**src/inc/tms_map.svh**
```systemverilog
// register map, field positions, reset values and timing counts of the timer
`ifndef TMS_MAP_SVH
`define TMS_MAP_SVH

// ****************************************
// register byte offsets
// ****************************************
`define TMS_OFF_CTRL 8'h00
`define TMS_OFF_COUNT 8'h04
`define TMS_OFF_CMPA 8'h08
`define TMS_OFF_CMPB 8'h0c
`define TMS_OFF_CAPT 8'h10
`define TMS_OFF_FLAGS 8'h14
`define TMS_OFF_STATUS 8'h18

// ****************************************
// field positions
// ****************************************
`define TMS_CTRL_W 14
`define TMS_FLAG_OVF 0
`define TMS_FLAG_CMPA 1
`define TMS_FLAG_CMPB 2
`define TMS_FLAG_CAPT 3

// ****************************************
// reset values and fixed tops
// ****************************************
`define TMS_CTRL_RST 14'h0000
`define TMS_CNT_RST 16'h0000
`define TMS_MAX 16'hffff
`define TMS_TOP_8 16'h00ff
`define TMS_TOP_9 16'h01ff
`define TMS_TOP_10 16'h03ff

// ****************************************
// prescaler terminal counts (divisor - 1)
// ****************************************
`define TMS_DIV1 10'h000
`define TMS_DIV8 10'h007
`define TMS_DIV64 10'h03f
`define TMS_DIV256 10'h0ff
`define TMS_DIV1024 10'h3ff

`endif

```
**src/inc/tms_pkg.sv**
```systemverilog
// types shared by the timer block
package tms_pkg;

	// waveform modes that the block decodes
	typedef enum logic [3:0] {
		TMS_NORMAL = 4'h0,
		TMS_CTC_A = 4'h4,
		TMS_FAST_8 = 4'h5,
		TMS_FAST_9 = 4'h6,
		TMS_FAST_10 = 4'h7,
		TMS_CTC_CAPT = 4'hc,
		TMS_FAST_CAPT = 4'he,
		TMS_FAST_A = 4'hf
	} tms_mode_e;

	// control word as software writes it
	typedef struct packed {
		logic [2:0] prescale_select;
		logic timer_enable;
		logic pin_direction_bit_b;
		logic pin_direction_bit_a;
		logic [1:0] compare_output_action_b;
		logic [1:0] compare_output_action_a;
		logic [3:0] waveform_mode_select;
	} tms_ctrl_s;

	// sticky event flags
	typedef struct packed {
		logic capture_flag;
		logic compare_flag_b;
		logic compare_flag_a;
		logic overflow_flag;
	} tms_flags_s;

endpackage

```
**src/rtl/tms_timer16.sv**
```systemverilog
// 16-bit timer/counter: normal, clear-on-compare and fast pwm sequencing
// Notes on behaviour
// - mode 0 counts up, wraps at max
// - normal mode overflow flag set on max wrap
// - counter writes accepted any time
// - modes 4/12 clear on TOP match
// - clear-on-compare sets TOP register's flag
// - unbuffered TOP; late TOP wraps first
// - action 1 toggles output A on match
// - toggle frequency follows prescale and compare
// - clear-on-compare overflow on max wrap
// - modes 5,6,7,14,15 single slope
// - pwm: level at match, opposite at TOP
// - pwm TOP per mode, clear after TOP
// - pwm overflow and TOP flag together
// - pwm compare flags set on equality
// - fixed TOP masks compare writes
// - capture TOP unbuffered, may wrap
// - pwm compare A buffered, loaded at TOP
// - counting depends on mode field, not action field
// - action field: set/clear/toggle or polarity
// - pin driven only when direction is one
// - action zero leaves output untouched
// - buffering only in pwm modes
// - counter write blocks next tick's matches
//
// The register addresses and register access over APB were left to the implementer.
`timescale 1ns/100ps
`default_nettype none
`include "tms_map.svh"

module tms_timer16 #(
	parameter int CNT_W = 16,
	parameter int NCH = 2
) (
	input wire logic pclk,
	input wire logic presetn,
	input wire logic psel,
	input wire logic penable,
	input wire logic pwrite,
	input wire logic [7:0] paddr,
	input wire logic [31:0] pwdata,
	output logic [31:0] prdata,
	output logic pready,
	output logic pslverr,
	output logic [NCH-1:0] compare_output,
	output logic [NCH-1:0] compare_output_oe
);
	import tms_pkg::*;

	// ****************************************
	// functions
	// ****************************************

	// single-slope pwm modes
	function automatic logic is_pwm(input logic [3:0] m);
		case (m)
			TMS_FAST_8, TMS_FAST_9, TMS_FAST_10, TMS_FAST_CAPT, TMS_FAST_A: is_pwm = 1'b1;
			default: is_pwm = 1'b0;
		endcase
	endfunction

	// clear-on-compare modes
	function automatic logic is_ctc(input logic [3:0] m);
		case (m)
			TMS_CTC_A, TMS_CTC_CAPT: is_ctc = 1'b1;
			default: is_ctc = 1'b0;
		endcase
	endfunction

	// bits a compare value may hold under a fixed top
	function automatic logic [15:0] top_mask(input logic [3:0] m);
		case (m)
			TMS_FAST_8: top_mask = `TMS_TOP_8;
			TMS_FAST_9: top_mask = `TMS_TOP_9;
			TMS_FAST_10: top_mask = `TMS_TOP_10;
			default: top_mask = `TMS_MAX;
		endcase
	endfunction

	// prescaler terminal count; zero select stops the clock
	function automatic logic [9:0] div_limit(input logic [2:0] s);
		case (s)
			3'h1: div_limit = `TMS_DIV1;
			3'h2: div_limit = `TMS_DIV8;
			3'h3: div_limit = `TMS_DIV64;
			3'h4: div_limit = `TMS_DIV256;
			default: div_limit = `TMS_DIV1024;
		endcase
	endfunction

	// ****************************************
	// state
	// ****************************************
	tms_ctrl_s ctrl_reg;
	tms_flags_s flags_reg;
	logic [CNT_W-1:0] cnt_reg;
	logic [CNT_W-1:0] capt_reg;
	logic [CNT_W-1:0] cmp_buf_reg [NCH];
	logic [CNT_W-1:0] cmp_act_reg [NCH];
	logic [NCH-1:0] oc_reg;
	logic block_reg;
	logic [9:0] pre_reg;
	logic tick_reg;
	logic [31:0] prdata_reg;
	logic pready_reg;
	logic pslverr_reg;
	logic [NCH-1:0] pin_reg;
	logic [NCH-1:0] pin_oe_reg;

	logic [3:0] mode;
	logic pwm;
	logic clear_on_compare_mode;
	logic [CNT_W-1:0] top;
	logic top_hit;
	logic wr_cyc;
	logic [NCH-1:0] match;
	logic [CNT_W-1:0] wr_val;
	logic [1:0] act [NCH];

	// ****************************************
	// apb slave
	// ****************************************

	// a write lands on the last access edge, when pready is high
	assign wr_cyc = psel & penable & pready_reg & pwrite;
	assign wr_val = pwdata[CNT_W-1:0];

	// one wait-free access phase: answer is staged during setup
	always_ff @(posedge pclk or negedge presetn) begin
		if (!presetn) begin
			pready_reg <= 1'b0;
		end else begin
			pready_reg <= psel & ~penable;
		end
	end

	// read data and error are latched in the setup cycle
	always_ff @(posedge pclk or negedge presetn) begin
		if (!presetn) begin
			prdata_reg <= 32'h0000_0000;
			pslverr_reg <= 1'b0;
		end else if (psel & ~penable) begin
			pslverr_reg <= 1'b0;
			case (paddr)
				`TMS_OFF_CTRL: prdata_reg <= {18'h00000, ctrl_reg};
				`TMS_OFF_COUNT: prdata_reg <= {16'h0000, cnt_reg};
				`TMS_OFF_CMPA: prdata_reg <= {16'h0000, cmp_buf_reg[0]};
				`TMS_OFF_CMPB: prdata_reg <= {16'h0000, cmp_buf_reg[1]};
				`TMS_OFF_CAPT: prdata_reg <= {16'h0000, capt_reg};
				`TMS_OFF_FLAGS: prdata_reg <= {28'h0000000, flags_reg};
				`TMS_OFF_STATUS: prdata_reg <= {28'h0000000, oc_reg, 1'b0, block_reg};
				default: begin
					prdata_reg <= 32'h0000_0000;
					pslverr_reg <= 1'b1;
				end
			endcase
		end else begin
			pslverr_reg <= 1'b0; // the error stands only alongside pready
		end
	end

	// control register; mode changes take effect at once
	always_ff @(posedge pclk or negedge presetn) begin
		if (!presetn) begin
			ctrl_reg <= `TMS_CTRL_RST;
		end else if (wr_cyc && paddr == `TMS_OFF_CTRL) begin
			ctrl_reg <= pwdata[`TMS_CTRL_W-1:0];
		end
	end

	// capture register acting as top is never buffered
	always_ff @(posedge pclk or negedge presetn) begin
		if (!presetn) begin
			capt_reg <= `TMS_CNT_RST;
		end else if (wr_cyc && paddr == `TMS_OFF_CAPT) begin
			capt_reg <= wr_val;
		end
	end

	// ****************************************
	// prescaler
	// ****************************************

	// tick pulses once per prescaled period; disable or stop holds it low
	always_ff @(posedge pclk or negedge presetn) begin
		if (!presetn) begin
			pre_reg <= 10'h000;
			tick_reg <= 1'b0;
		end else if (!ctrl_reg.timer_enable || ctrl_reg.prescale_select == 3'h0) begin
			pre_reg <= 10'h000;
			tick_reg <= 1'b0;
		end else if (pre_reg >= div_limit(ctrl_reg.prescale_select)) begin
			pre_reg <= 10'h000;
			tick_reg <= 1'b1;
		end else begin
			pre_reg <= pre_reg + 10'h001;
			tick_reg <= 1'b0;
		end
	end

	// ****************************************
	// top selection and matching
	// ****************************************
	assign mode = ctrl_reg.waveform_mode_select;
	assign pwm = is_pwm(mode);
	assign clear_on_compare_mode = is_ctc(mode);

	// top source follows the mode field alone
	always_comb begin
		case (mode)
			TMS_CTC_A, TMS_FAST_A: top = cmp_act_reg[0];
			TMS_CTC_CAPT, TMS_FAST_CAPT: top = capt_reg;
			TMS_FAST_8: top = `TMS_TOP_8;
			TMS_FAST_9: top = `TMS_TOP_9;
			TMS_FAST_10: top = `TMS_TOP_10;
			default: top = `TMS_MAX;
		endcase
	end

	// a counter write masks every match on the next tick
	assign top_hit = (cnt_reg == top) & ~block_reg;

	// ****************************************
	// counter
	// ****************************************

	// software write wins over a tick in the same cycle
	always_ff @(posedge pclk or negedge presetn) begin
		if (!presetn) begin
			cnt_reg <= `TMS_CNT_RST;
		end else if (wr_cyc && paddr == `TMS_OFF_COUNT) begin
			cnt_reg <= wr_val;
		end else if (tick_reg) begin
			if ((clear_on_compare_mode || pwm) && top_hit) begin
				cnt_reg <= `TMS_CNT_RST;
			end else begin
				cnt_reg <= cnt_reg + 16'h0001;
			end
		end
	end

	// blocking holds until a tick consumes it, even when stopped
	always_ff @(posedge pclk or negedge presetn) begin
		if (!presetn) begin
			block_reg <= 1'b0;
		end else if (wr_cyc && paddr == `TMS_OFF_COUNT) begin
			block_reg <= 1'b1;
		end else if (tick_reg) begin
			block_reg <= 1'b0;
		end
	end

	// ****************************************
	// flags, write one to clear, a set wins
	// ****************************************
	always_ff @(posedge pclk or negedge presetn) begin
		if (!presetn) begin
			flags_reg <= 4'h0;
		end else begin
			if (wr_cyc && paddr == `TMS_OFF_FLAGS) begin
				flags_reg <= flags_reg & ~pwdata[3:0];
			end
			if (tick_reg) begin
				if (pwm ? top_hit : cnt_reg == `TMS_MAX) begin
					flags_reg.overflow_flag <= 1'b1;
				end
				if (match[0]) begin
					flags_reg.compare_flag_a <= 1'b1;
				end
				if (match[1]) begin
					flags_reg.compare_flag_b <= 1'b1;
				end
				if (top_hit && (mode == TMS_CTC_CAPT || mode == TMS_FAST_CAPT)) begin
					flags_reg.capture_flag <= 1'b1;
				end
			end
		end
	end

	// ****************************************
	// per-channel compare and output logic
	// ****************************************
	generate
		for (genvar i = 0; i < NCH; i++) begin : g_ch
			assign act[i] = (i == 0) ? ctrl_reg.compare_output_action_a :
				ctrl_reg.compare_output_action_b;

			// equality against the active value; a value above top matches only once the count is already past top
			assign match[i] = (cnt_reg == cmp_act_reg[i]) & ~block_reg;

			// pwm writes go to the buffer, other modes write straight through
			always_ff @(posedge pclk or negedge presetn) begin
				if (!presetn) begin
					cmp_buf_reg[i] <= `TMS_CNT_RST;
					cmp_act_reg[i] <= `TMS_CNT_RST;
				end else begin
					if (wr_cyc && paddr == ((i == 0) ? `TMS_OFF_CMPA : `TMS_OFF_CMPB)) begin
						cmp_buf_reg[i] <= wr_val & top_mask(mode);
						if (!pwm) begin
							cmp_act_reg[i] <= wr_val & top_mask(mode);
						end
					end
					if (tick_reg && pwm && top_hit) begin
						cmp_act_reg[i] <= cmp_buf_reg[i];
					end
				end
			end

			// internal output level; the action field never touches the count
			always_ff @(posedge pclk or negedge presetn) begin
				if (!presetn) begin
					oc_reg[i] <= 1'b0;
				end else if (tick_reg) begin
					if (pwm) begin
						case (act[i])
							2'h1: begin
								if (i == 0 && mode == TMS_FAST_A && match[i]) begin
									oc_reg[i] <= ~oc_reg[i];
								end
							end
							2'h2: begin
								if (match[i]) begin
									oc_reg[i] <= 1'b1;
								end else if (top_hit) begin
									oc_reg[i] <= 1'b0;
								end
							end
							2'h3: begin
								if (match[i]) begin
									oc_reg[i] <= 1'b0;
								end else if (top_hit) begin
									oc_reg[i] <= 1'b1;
								end
							end
							default: oc_reg[i] <= oc_reg[i];
						endcase
					end else if (match[i]) begin
						case (act[i])
							2'h1: oc_reg[i] <= ~oc_reg[i];
							2'h2: oc_reg[i] <= 1'b0;
							2'h3: oc_reg[i] <= 1'b1;
							default: oc_reg[i] <= oc_reg[i];
						endcase
					end
				end
			end

			// pin shows the level only while its direction bit selects output
			always_ff @(posedge pclk or negedge presetn) begin
				if (!presetn) begin
					pin_reg[i] <= 1'b0;
					pin_oe_reg[i] <= 1'b0;
				end else begin
					pin_oe_reg[i] <= (i == 0) ? ctrl_reg.pin_direction_bit_a :
						ctrl_reg.pin_direction_bit_b;
					pin_reg[i] <= oc_reg[i] & ((i == 0) ? ctrl_reg.pin_direction_bit_a :
						ctrl_reg.pin_direction_bit_b);
				end
			end
		end
	endgenerate

	// ****************************************
	// outputs
	// ****************************************
	assign prdata = prdata_reg;
	assign pready = pready_reg;
	assign pslverr = pslverr_reg;
	assign compare_output = pin_reg;
	assign compare_output_oe = pin_oe_reg;

endmodule // tms_timer16
`default_nettype wire

```
**config.mk**
```make
export PLATFORM = sky130hd
export DESIGN_NAME = tms_timer16
export DESIGN_NICKNAME = d
export VERILOG_FILES = /design/src/inc/tms_pkg.sv /design/src/rtl/tms_timer16.sv
export VERILOG_INCLUDE_DIRS = /design/src /design/src/inc
export SDC_FILE = /design/constraint.sdc
export NUM_CORES = 1
export LEC_CHECK = 0
export ABC_AREA = 1
export BUFFER_PORTS_ARGS = -buffer_cell sky130_fd_sc_hd__buf_2
export CAP_MARGIN = 20
export CORE_MARGIN = 3
export CORE_UTILIZATION = 30
export DETAILED_ROUTE_END_ITERATION = 10
export PLACE_DENSITY = 0.54
export SKIP_LAST_GASP = 1
export SLEW_MARGIN = 25
export SYNTH_ARGS = -nofsm -noshare
export SYNTH_HDL_FRONTEND = slang
export SYNTH_SLANG_ARGS = --single-unit
```
**constraint.sdc**
```tcl
create_clock -name pclk -period 3.6 [get_ports pclk]
set_input_delay 0.72 -clock pclk [delete_from_list [all_inputs] [get_ports pclk]]
set_output_delay 0.72 -clock pclk [all_outputs]
set_load 0.005 [all_outputs]
```
-- After elaboration in Yosys (flattened, before gate mapping)
Index checks and enable logic that the tools add are counted.
- $add $sub $neg: 2
- multiply operators: 0
- divide/modulo/power cells: 0
- $lt $le $gt $ge: 1
- equality and inequality tests: 34
- shift-type cells: 0
- muxes and demuxes: 51
- bitwise logic cells: 19
- reduce and logical (&&, ||, !) cells: 33
- operator list (kind ; number):
    $mux 16 ; 14
    $pmux 16 s7 ; 1
    $pmux 16 s5 ; 1
    $and 16x16->16 ; 4
    $eq 16x16->1 ; 3
    $pmux 16 s3 ; 1
    $pmux 10 s4 ; 1
    $mux 10 ; 3
    $eq 8x5->1 const B ; 3
    $mux 1 ; 24
    $add 16x1->16 const B ; 1
    $eq 16x16->1 const B ; 1
    $eq 4x3->1 const B ; 4
    $eq 8x4->1 const B ; 2
    $ne 3x3->1 const B ; 5
    $eq 4x4->1 const B ; 3
    $reduce_and 6->1 ; 2
    $logic_and 1x1->1 ; 11
    $add 10x1->10 const B ; 1
    $ge 10x10->1 ; 1
    $reduce_bool 2->1 ; 5
    $and 1x1->1 ; 9
    $pmux 1 s3 ; 3
    $eq 2x2->1 const B ; 4
    21 further kinds ; 33
- bits in registers: 166
- bits in latches: 0
- RAM bits: 0
- ROM bits: 0
- output and inout bits: 38
- memories: 0

-- Depth between registers and ports, before layout
Gate-level depths: netlist of run 1.
- depth after elaboration: 9
- gate-level depth with buffers: 19
- gate-level depth less buffers: 17

-- Worst setup path after synthesis of run 1
Ideal clock, no wire load.
- kind: input to register
- from: input paddr[1]
- to: register cnt_reg[11]
- arrival: 2.220 ns
- data required time: 3.476 ns
- slack: 1.257 ns
- stages on the path: 10
- buffers on the path: 1
- path through: nor2_1 nand2_1 nor2_1 nand2_1 nor2_1 inv_2 nand2_1 buf_2 o22ai_1 o21bai_1
- longest elaborated chain between the ends: 3
- ends and longest elaborated chain (item ; RTL line ; source):
    start, declared ; tms_timer16.sv:41 ; input wire logic [7:0] paddr,
    $eq 8x3->1 (*) ; n/a ;
    $logic_and 1x1->1 (no line) (*) ; n/a ;
    $mux 16 / $reduce_bool 2->1 (equally long branches) ; n/a ;
    end signal, assigned ; tms_timer16.sv:231 ; cnt_reg <= `TMS_CNT_RST;
    end signal, assigned ; tms_timer16.sv:233 ; cnt_reg <= wr_val;
    end signal, assigned ; tms_timer16.sv:236 ; cnt_reg <= `TMS_CNT_RST;
    end, declared ; tms_timer16.sv:97 ; logic [CNT_W-1:0] cnt_reg;
Mark *: on every way between the ends. The rest lies on a longest branch, timed or not.
A chain may end at the register's enable or synchronous reset.

-- Worst setup path in the final report of run 1
- from: register ctrl_reg (netlist bit mode[3])
- to: register cmp_act_reg[4] in the netlist's numbering
- longest elaborated chain between the ends: 8
- ends and longest elaborated chain (item ; RTL line ; source):
    start, declared ; tms_timer16.sv:95 ; tms_ctrl_s ctrl_reg;
    start signal, assigned ; tms_timer16.sv:166 ; ctrl_reg <= `TMS_CTRL_RST;
    start signal, assigned ; tms_timer16.sv:168 ; ctrl_reg <= pwdata[`TMS_CTRL_W-1:0];
    $eq 4x4->1 (tied with other cells) ; tms_timer16.sv:211 ; case (mode)
    $reduce_or 2->1 ; tms_timer16.sv:211 ;
    $pmux 16 s5 ; tms_timer16.sv:211 ;
    $eq 16x16->1 ; tms_timer16.sv:222 ; assign top_hit = (cnt_reg == top) & ~block_reg;
    $and 1x1->1 ; tms_timer16.sv:222 ;
    $logic_and 1x1->1 ; tms_timer16.sv:304 ; if (tick_reg && pwm && top_hit) begin
    $ne 2x1->1 (no line) / $reduce_bool 2->1 (equally long branches) ; n/a ;
    $reduce_and 2->1 (no line) ; n/a ;
    end signal, assigned by index ; tms_timer16.sv:296 ; cmp_act_reg[i] <= `TMS_CNT_RST;
    end signal, assigned by index ; tms_timer16.sv:301 ; cmp_act_reg[i] <= wr_val & top_mask(mode);
    end signal, assigned by index ; tms_timer16.sv:305 ; cmp_act_reg[i] <= cmp_buf_reg[i];
    end, declared ; tms_timer16.sv:100 ; logic [CNT_W-1:0] cmp_act_reg [NCH];
Several ways; a longest one is shown, not always the timed one.

==> summary.txt, run 1 <==
Synth
  – Post-Syn Instances: around 1200
  – Synth cell types: 44
  – #FFs+latches synth: 150
  – Syn avg cell area: around 7.6 sq um
  – Sequential-to-total area share from yosys stat: between 40% and 50%
  – Synth Warn #: 0
  – Post-Syn Area: between 8000 and 9000 sq um

Clocking
  – Clock sink total: 150
  – Clock tree buffer depth: 2
  – Clock slew at reported path FFs: approximately 0.07 ns
  – Setup bufs post-CTS: 0
  – Clock Latency Late Sink: approximately 0.45 ns
  – Post-CTS sizing: 0
  – Root Buffer Master: clkbuf_16
  – Hold_buf cts: 0
  – TritonCTS clock tree: done
  – Number of buffers created by CTS: 17
  – H-tree depth: 4

Placement
  – Buffers on Ports: 50
  – Hpwl dp: 21.3 mm
  – GPL Wtd Cong: between 0.9 and 1

Critical path
  – Worst setup EP type: register
  – CP Buf/Inv Count: 2
  – Setup CP Type: reg -> reg
  – Crit path top cell by count: nand2_1
  – R2R setup slack: around 0.79 ns
  – Worst R2R Path Depth: 13
  – CP required: a little under 4 ns
  – Reg-to-reg startpoint: mode[3]
  – CP delay by family, top: simple AND/OR/NAND/NOR gates
  – Crit path arrival time: 3.18 ns
  – Reg-to-reg endpoint: cmp_act_reg[4]
  – Startpoint types: register
  – Crit Path Max Fanout: 23
  – Crit-path slowest cell: dfrtp_1
  – Critical path cell sequence: inv_2 > nand2_1 > nor2_4 > nor2_4 > nand3_2 > nand2_1 > nand2_1 > nor2_1 > nand4_1 > nor2_2 > buf_12 > nand4_1 > nand3_1
  – CP max stage delay: 0.52 ns

STA
  – Actual slew at the worst max-slew pin: roughly 0.94 ns
  – Setup Skew: around 0.012 ns
  – Highest Clock Rate: around 0.36 GHz
  – Final Max Slew Viols: 0
  – Worst Hold Slack: approximately 0.3 ns
  – Setup Viol. Count Final: 0
  – Min Tclk post-route: 2.81 ns
  – Final Hold Fails: 0
  – Setup Total Neg Slack: 0 ns
  – RSZ-0062 raised after global routing: no
  – Max transition margin: ~37%
  – Fin crit share: between 70 and 80%

Global routing
  – Global route total overflow: 0
  – Initial antenna violation count: 0
  – Number of global-route vias before repair: 7735
  – First-pass GRT wire length: around 46 mm
  – Largest net degree at the start of global routing: 74
  – Total GRT Usage: approximately a fifth

Floorplan
  – FP Rows: about 60
  – I/O pins: slightly above 80
  – Die H: about 180 um
  – Initial core utilization: a little under a third
  – Area of the core: 28300 sq um
  – Die area: between 30000 and 40000 sq um
  – Die Span X: around 180 um

Detailed routing
  – Total number of vias: about 8200
  – Vias/cell: slightly above 5
  – Routed WL: slightly below 30 mm
  – Drt wl/cell: approximately 19 um
  – DR WL met3: 2.08 mm
  – Met2 Routed Length: ~14 mm
  – Iteration-0 DRC Markers: 817
  – Router iterations before antenna repair: 6
  – M1 WL: 13.3 mm
  – Remaining DRCs: 0
  – Top routing layer used: met4
  – Final ANT Viol Nets: 0

Power
  – PwrDens: around 360 nW/um^2
  – VDD IR max: roughly 0.33 mV
  – Clock share of power: around half
  – Switch Pwr: about 960 uW
  – LEAKAGE: between 0.004 and 0.005 uW
  – Switching Fraction: 26.7%
  – Seq pwr share: between 40 and 50%
  – Comb pwr share: roughly 3.8%
  – Internal power: about 2600 uW

Layout
  – Final #Nets: 1247
  – Filler cell count: 3002
  – Syn-to-layout area delta: 13.2%
  – Most common cell after layout, fill and taps aside: nand2_1
  – Share of cells above drive strength 1: between 10 and 15%
  – Antenna diodes: 0
  – Most frequent cells in the layout: 242 x nand2_1, 150 x dfrtp_1, 141 x nand3_1, 110 x inv_1, 101 x o21ai_0
  – Area of the multi-input gates: between 4000 and 5000 sq um
  – Reg area: roughly 3800 sq um

Job
  – Number of max-cap violations: 0

Run status
  – Status: finished clean

Hold path
  – Hold/Removal Path Class: in -> async
## metrics by stage
| step | setup WS (ns) | utilization, % | std cells | power (uW) | cell area (sq um) |
|---|---|---|---|---|---|
| finish | 0.793 | 35.1 | 1581 | 3600 | 9940 |
| detailed placement | 0.659 | 33.1 | 1549 | 1870 | 9380 |
| floorplan | 1.26 | - | 1167 | 1790 | 8830 |
| global route | 0.531 | 35.1 | 1581 | 3720 | 9940 |
| CTS | 0.828 | 35.1 | 1581 | 3630 | 9940 |
| global placement | 0.708 | 33.1 | 1549 | 1870 | 9380 |
## power by group through the flow
stage | Clock [uW] | Sequential (uW) | Combinational [uW]
2_1_floorplan | 0 | 1730 | 61.5
3_3_place_gp | 0 | 1730 | 138
3_5_place_dp | 0 | 1730 | 138
4_1_cts | 1790 | 1700 | 138
5_1_grt | 1860 | 1700 | 153
6_report | 1760 | 1700 | 136
## worst max path at each step
stage,endpoint,start,slack [ns],depth (start not counted)
final,cmp_act_reg[4],mode[3],0.79,13
after global routing,cmp_act_reg[4],mode[3],0.53,13
after CTS,cmp_act_reg[4],mode[3],0.83,13
after detailed placement,ctrl_reg[12],paddr[1],0.66,11
after global placement,ctrl_reg[10],paddr[1],0.71,11
after floorplan,cnt_reg[11],paddr[1],1.26,10
## metal layers
layer	GRT usage, %	vias up
li1	-	3932
met4	5.34	0
met3	3.71	36
met1	26.8	3933
met5	0	-
met2	31.2	304
## area by class of cell
| class | count | area share (%) |
|---|---|---|
| Multi-Input combinational cell | 826 | 42.7 |
| Clock buffer | 17 | 4.28 |
| Inverter | 121 | 4.57 |
| Timing Repair Buffer | 74 | 4.65 |
| Sequential cell | 150 | 37.8 |
| Clock inverter | 15 | 1.32 |
| Tap cell | 378 | 4.76 |
## cells in the mapped netlist, drive strengths merged
library cell  number  area (sq um)
dfrtp            150          3750
nor2              94           383
and3               1          6.26
xnor2              9          78.8
a21oi             21           105
a211oi             5          37.5
clkbuf            32           120
o22ai             34           213
a31oi              3          18.8
nand2            245           932
nor3              20           110
o221ai             4          35.0
a311oi             1          8.76
o21bai            15           113
o211ai             4          30.0
or2                2          12.5
conb               1          3.75
o21ai            101           505
inv              116           435
nand4             53           332
buf               38           284
nor4               6          43.8
clkinv             5          18.8
o2111ai            2          17.5
o31ai              3          22.5
nand3            144           736
ha                12           150
nor3b              1          7.51
xor2              23           209
o41ai              1          8.76
nand3b             4          30.0
a221oi             2          17.5
## cells by family (layout without fill, tap and decap cells)
family	Yosys count	in the layout	synth area share, %
and+or+nand+nor	570	570	29.5
AOI/OAI and AO/OA	196	196	12.9
buffers and inverters	191	227	9.78
DFF	150	150	42.8
xor gates and xnor gates	32	32	3.28
adders and majority gates	12	12	1.71
other	1	16	0.0427
(Power assumes the default switching activity.)
==> run 2: changes to the inputs <==
- clock period: 3.6 -> 2.84 ns (I/O delays scaled with it)
==> summary.txt, run 2 (synthesized netlist as in run 1, its figures left out) <==
Critical path
  – Crit path arrival time: 2.93 ns
  – CP Buf/Inv Count: 3
  – Worst setup EP type: register
  – CP max stage delay: 0.44 ns
  – CP Depth: 11
  – Reg-to-reg endpoint: cmp_act_reg[29]
  – R2R setup slack: 0.28 ns
  – CP required: 3.21 ns
  – Setup CP Type: reg -> reg
  – Worst setup endpoint: cmp_act_reg[29]
  – Critical path cell sequence: inv_1 > nand3_2 > inv_2 > nand2_1 > nand3_2 > xor2_2 > nand4_1 > nor2_2 > buf_4 > nand4_1 > nand3_1
  – Crit-path slowest cell: dfrtp_1
  – CP delay by family, top: simple AND/OR/NAND/NOR gates
  – CP startpoint: mode[0]
  – Startpoint types: register
  – Reg-to-reg startpoint: mode[0]
  – Worst R2R Path Depth: 11
  – Crit Path Max Fanout: 27

Clocking
  – Setup bufs post-CTS: 0
  – Root Buffer Master: clkbuf_16
  – Post-CTS sizing: 0
  – H-tree depth: 4
  – Clock tree buffer depth: 2
  – Clock Latency Late Sink: ~0.44 ns
  – Hold_buf cts: 0
  – TritonCTS clock tree: done
  – Clock sink total: 150
  – Number of buffers created by CTS: 17
  – Clock slew at reported path FFs: 0.07 ns

Floorplan
  – Area of the core: between 20000 and 30000 sq um
  – Die Span X: ~180 um
  – FP Rows: approximately 60
  – Die H: approximately 180 um
  – Die area: 31400 sq um
  – Initial core utilization: between 30% and 40%
  – I/O pins: 83

STA
  – Highest Clock Rate: between 0.3 and 0.4 GHz
  – RSZ-0062 raised after global routing: no
  – Slack of the critical path: 0.280 ns
  – Max transition margin: a little over half
  – Setup Total Neg Slack: 0 ns
  – Final Hold Fails: 0
  – Final Max Slew Viols: 0
  – Actual slew at the worst max-slew pin: 0.678 ns
  – Setup Viol. Count Final: 0
  – Min Tclk post-route: 2.56 ns
  – Fin crit share: 90.2%
  – Setup Skew: about 0.012 ns

Power
  – Clock share of power: 50.6%
  – PwrDens: ~470 nW/um^2
  – Internal power: between 3000 and 4000 uW
  – VDD IR max: about 0.44 mV
  – Switching Fraction: 23.7%
  – Pwr Total: ~4700 uW
  – Comb pwr share: around 3.7%
  – Seq pwr share: between 40 and 50%
  – Switch Pwr: approximately 1100 uW
  – LEAKAGE: about 0.0045 uW

Detailed routing
  – Remaining DRCs: 0
  – Final ANT Viol Nets: 0
  – Vias/cell: 5.13
  – Drt wl/cell: roughly 19 um
  – Total number of vias: ~8200
  – Routed WL: around 30 mm
  – Router iterations before antenna repair: 5
  – Iteration-0 DRC Markers: roughly 730

Layout
  – Share of cells above drive strength 1: between 10% and 20%
  – Most frequent cells in the layout: 242 x nand2_1, 150 x dfrtp_1, 141 x nand3_1, 110 x inv_1, 101 x o21ai_0
  – Antenna diodes: 0
  – Filler cell count: between 3000 and 4000
  – Syn-to-layout area delta: 14.8%
  – Final #Nets: 1258
  – Most common cell after layout, fill and taps aside: nand2_1

Placement
  – Hpwl dp: between 20 and 25 mm
  – GPL Wtd Cong: 0.946
  – Buffers on Ports: 50
  – Pre-CTS WS: roughly 0.32 ns

Global routing
  – Initial antenna violation count: 0
  – First-pass GRT wire length: around 47 mm
  – Largest net degree at the start of global routing: 57
  – Number of global-route vias before repair: 7941
  – Total GRT Usage: between 10% and 20%
  – Global route total overflow: 0

Job
  – Number of max-cap violations: 0

Hold path
  – Hold/Removal Path Class: in -> async

Run status
  – Status: finished clean
[run 2: cell count changes in the layout (fill, tap and decap cells not counted), sizes merged]
cell | previous run | this run
clkinvlp | 2 | 3
inv | 126 | 120
clkbuf | 17 | 19
bufinv | 0 | 3
buf | 74 | 85
[run 2: how the worst min path moves through the flow]
stage                     start  slack [ns]              endpoint  depth (start not counted)
global route            presetn        0.07           capt_reg[3]                          1
finish                  presetn        0.05               pslverr                          1
CTS                     presetn        0.07               pslverr                          1
detailed placement  ctrl_reg[9]        0.43  compare_output_oe[1]                          0
global placement    ctrl_reg[9]        0.43  compare_output_oe[1]                          0
floorplan               presetn        0.27                act[0]                          0
[run 2: worst reg2reg max path, stage by stage (launching register included)]
cell     delay [ns]
dfrtp_1        0.44
inv_1          0.18
nand3_2        0.23
inv_2          0.26
nand2_1        0.14
nand3_2        0.11
xor2_2         0.19
nand4_1        0.19
nor2_2         0.16
buf_4          0.34
nand4_1        0.15
nand3_1        0.11
[run 2: cell type report]
type	count	area, sq um	share of cell area [%]
inverters	121	454	4.51
repair buffers	85	544	5.40
multi-input cells	826	4240	42.1
well taps	378	473	4.69
flip-flops and latches	150	3750	37.3
clock buffers	19	443	4.40
clock inverters	13	166	1.65
[run 2: power groups by stage]
stage          clock network [uW]  registers [uW]  logic (uW)
2_1_floorplan                   0            2200        78.0
3_3_place_gp                    0            2200         178
3_5_place_dp                    0            2200         179
4_1_cts                      2430            2160         180
5_1_grt                      2520            2160         199
6_report                     2390            2160         175
[run 2: through the flow]
step	utilization, %	hold slack (ns)	instances	instance area, sq um
finish	35.6	0.0517	1592	10100
global route	35.6	0.0748	1592	10100
CTS	35.6	0.0650	1592	10100
detailed placement	33.4	0.432	1560	9470
global placement	33.4	0.429	1560	9470
floorplan	-	0.272	1167	8830
[run 2: per-layer routing]
metal	track usage [%]	vias up	part of all wire (%)
li1	-	3954	-
met1	26.5	3895	44
met2	31.0	283	46
met3	4.33	37	7.1
met4	6.64	0	2.5
met5	0	-	0
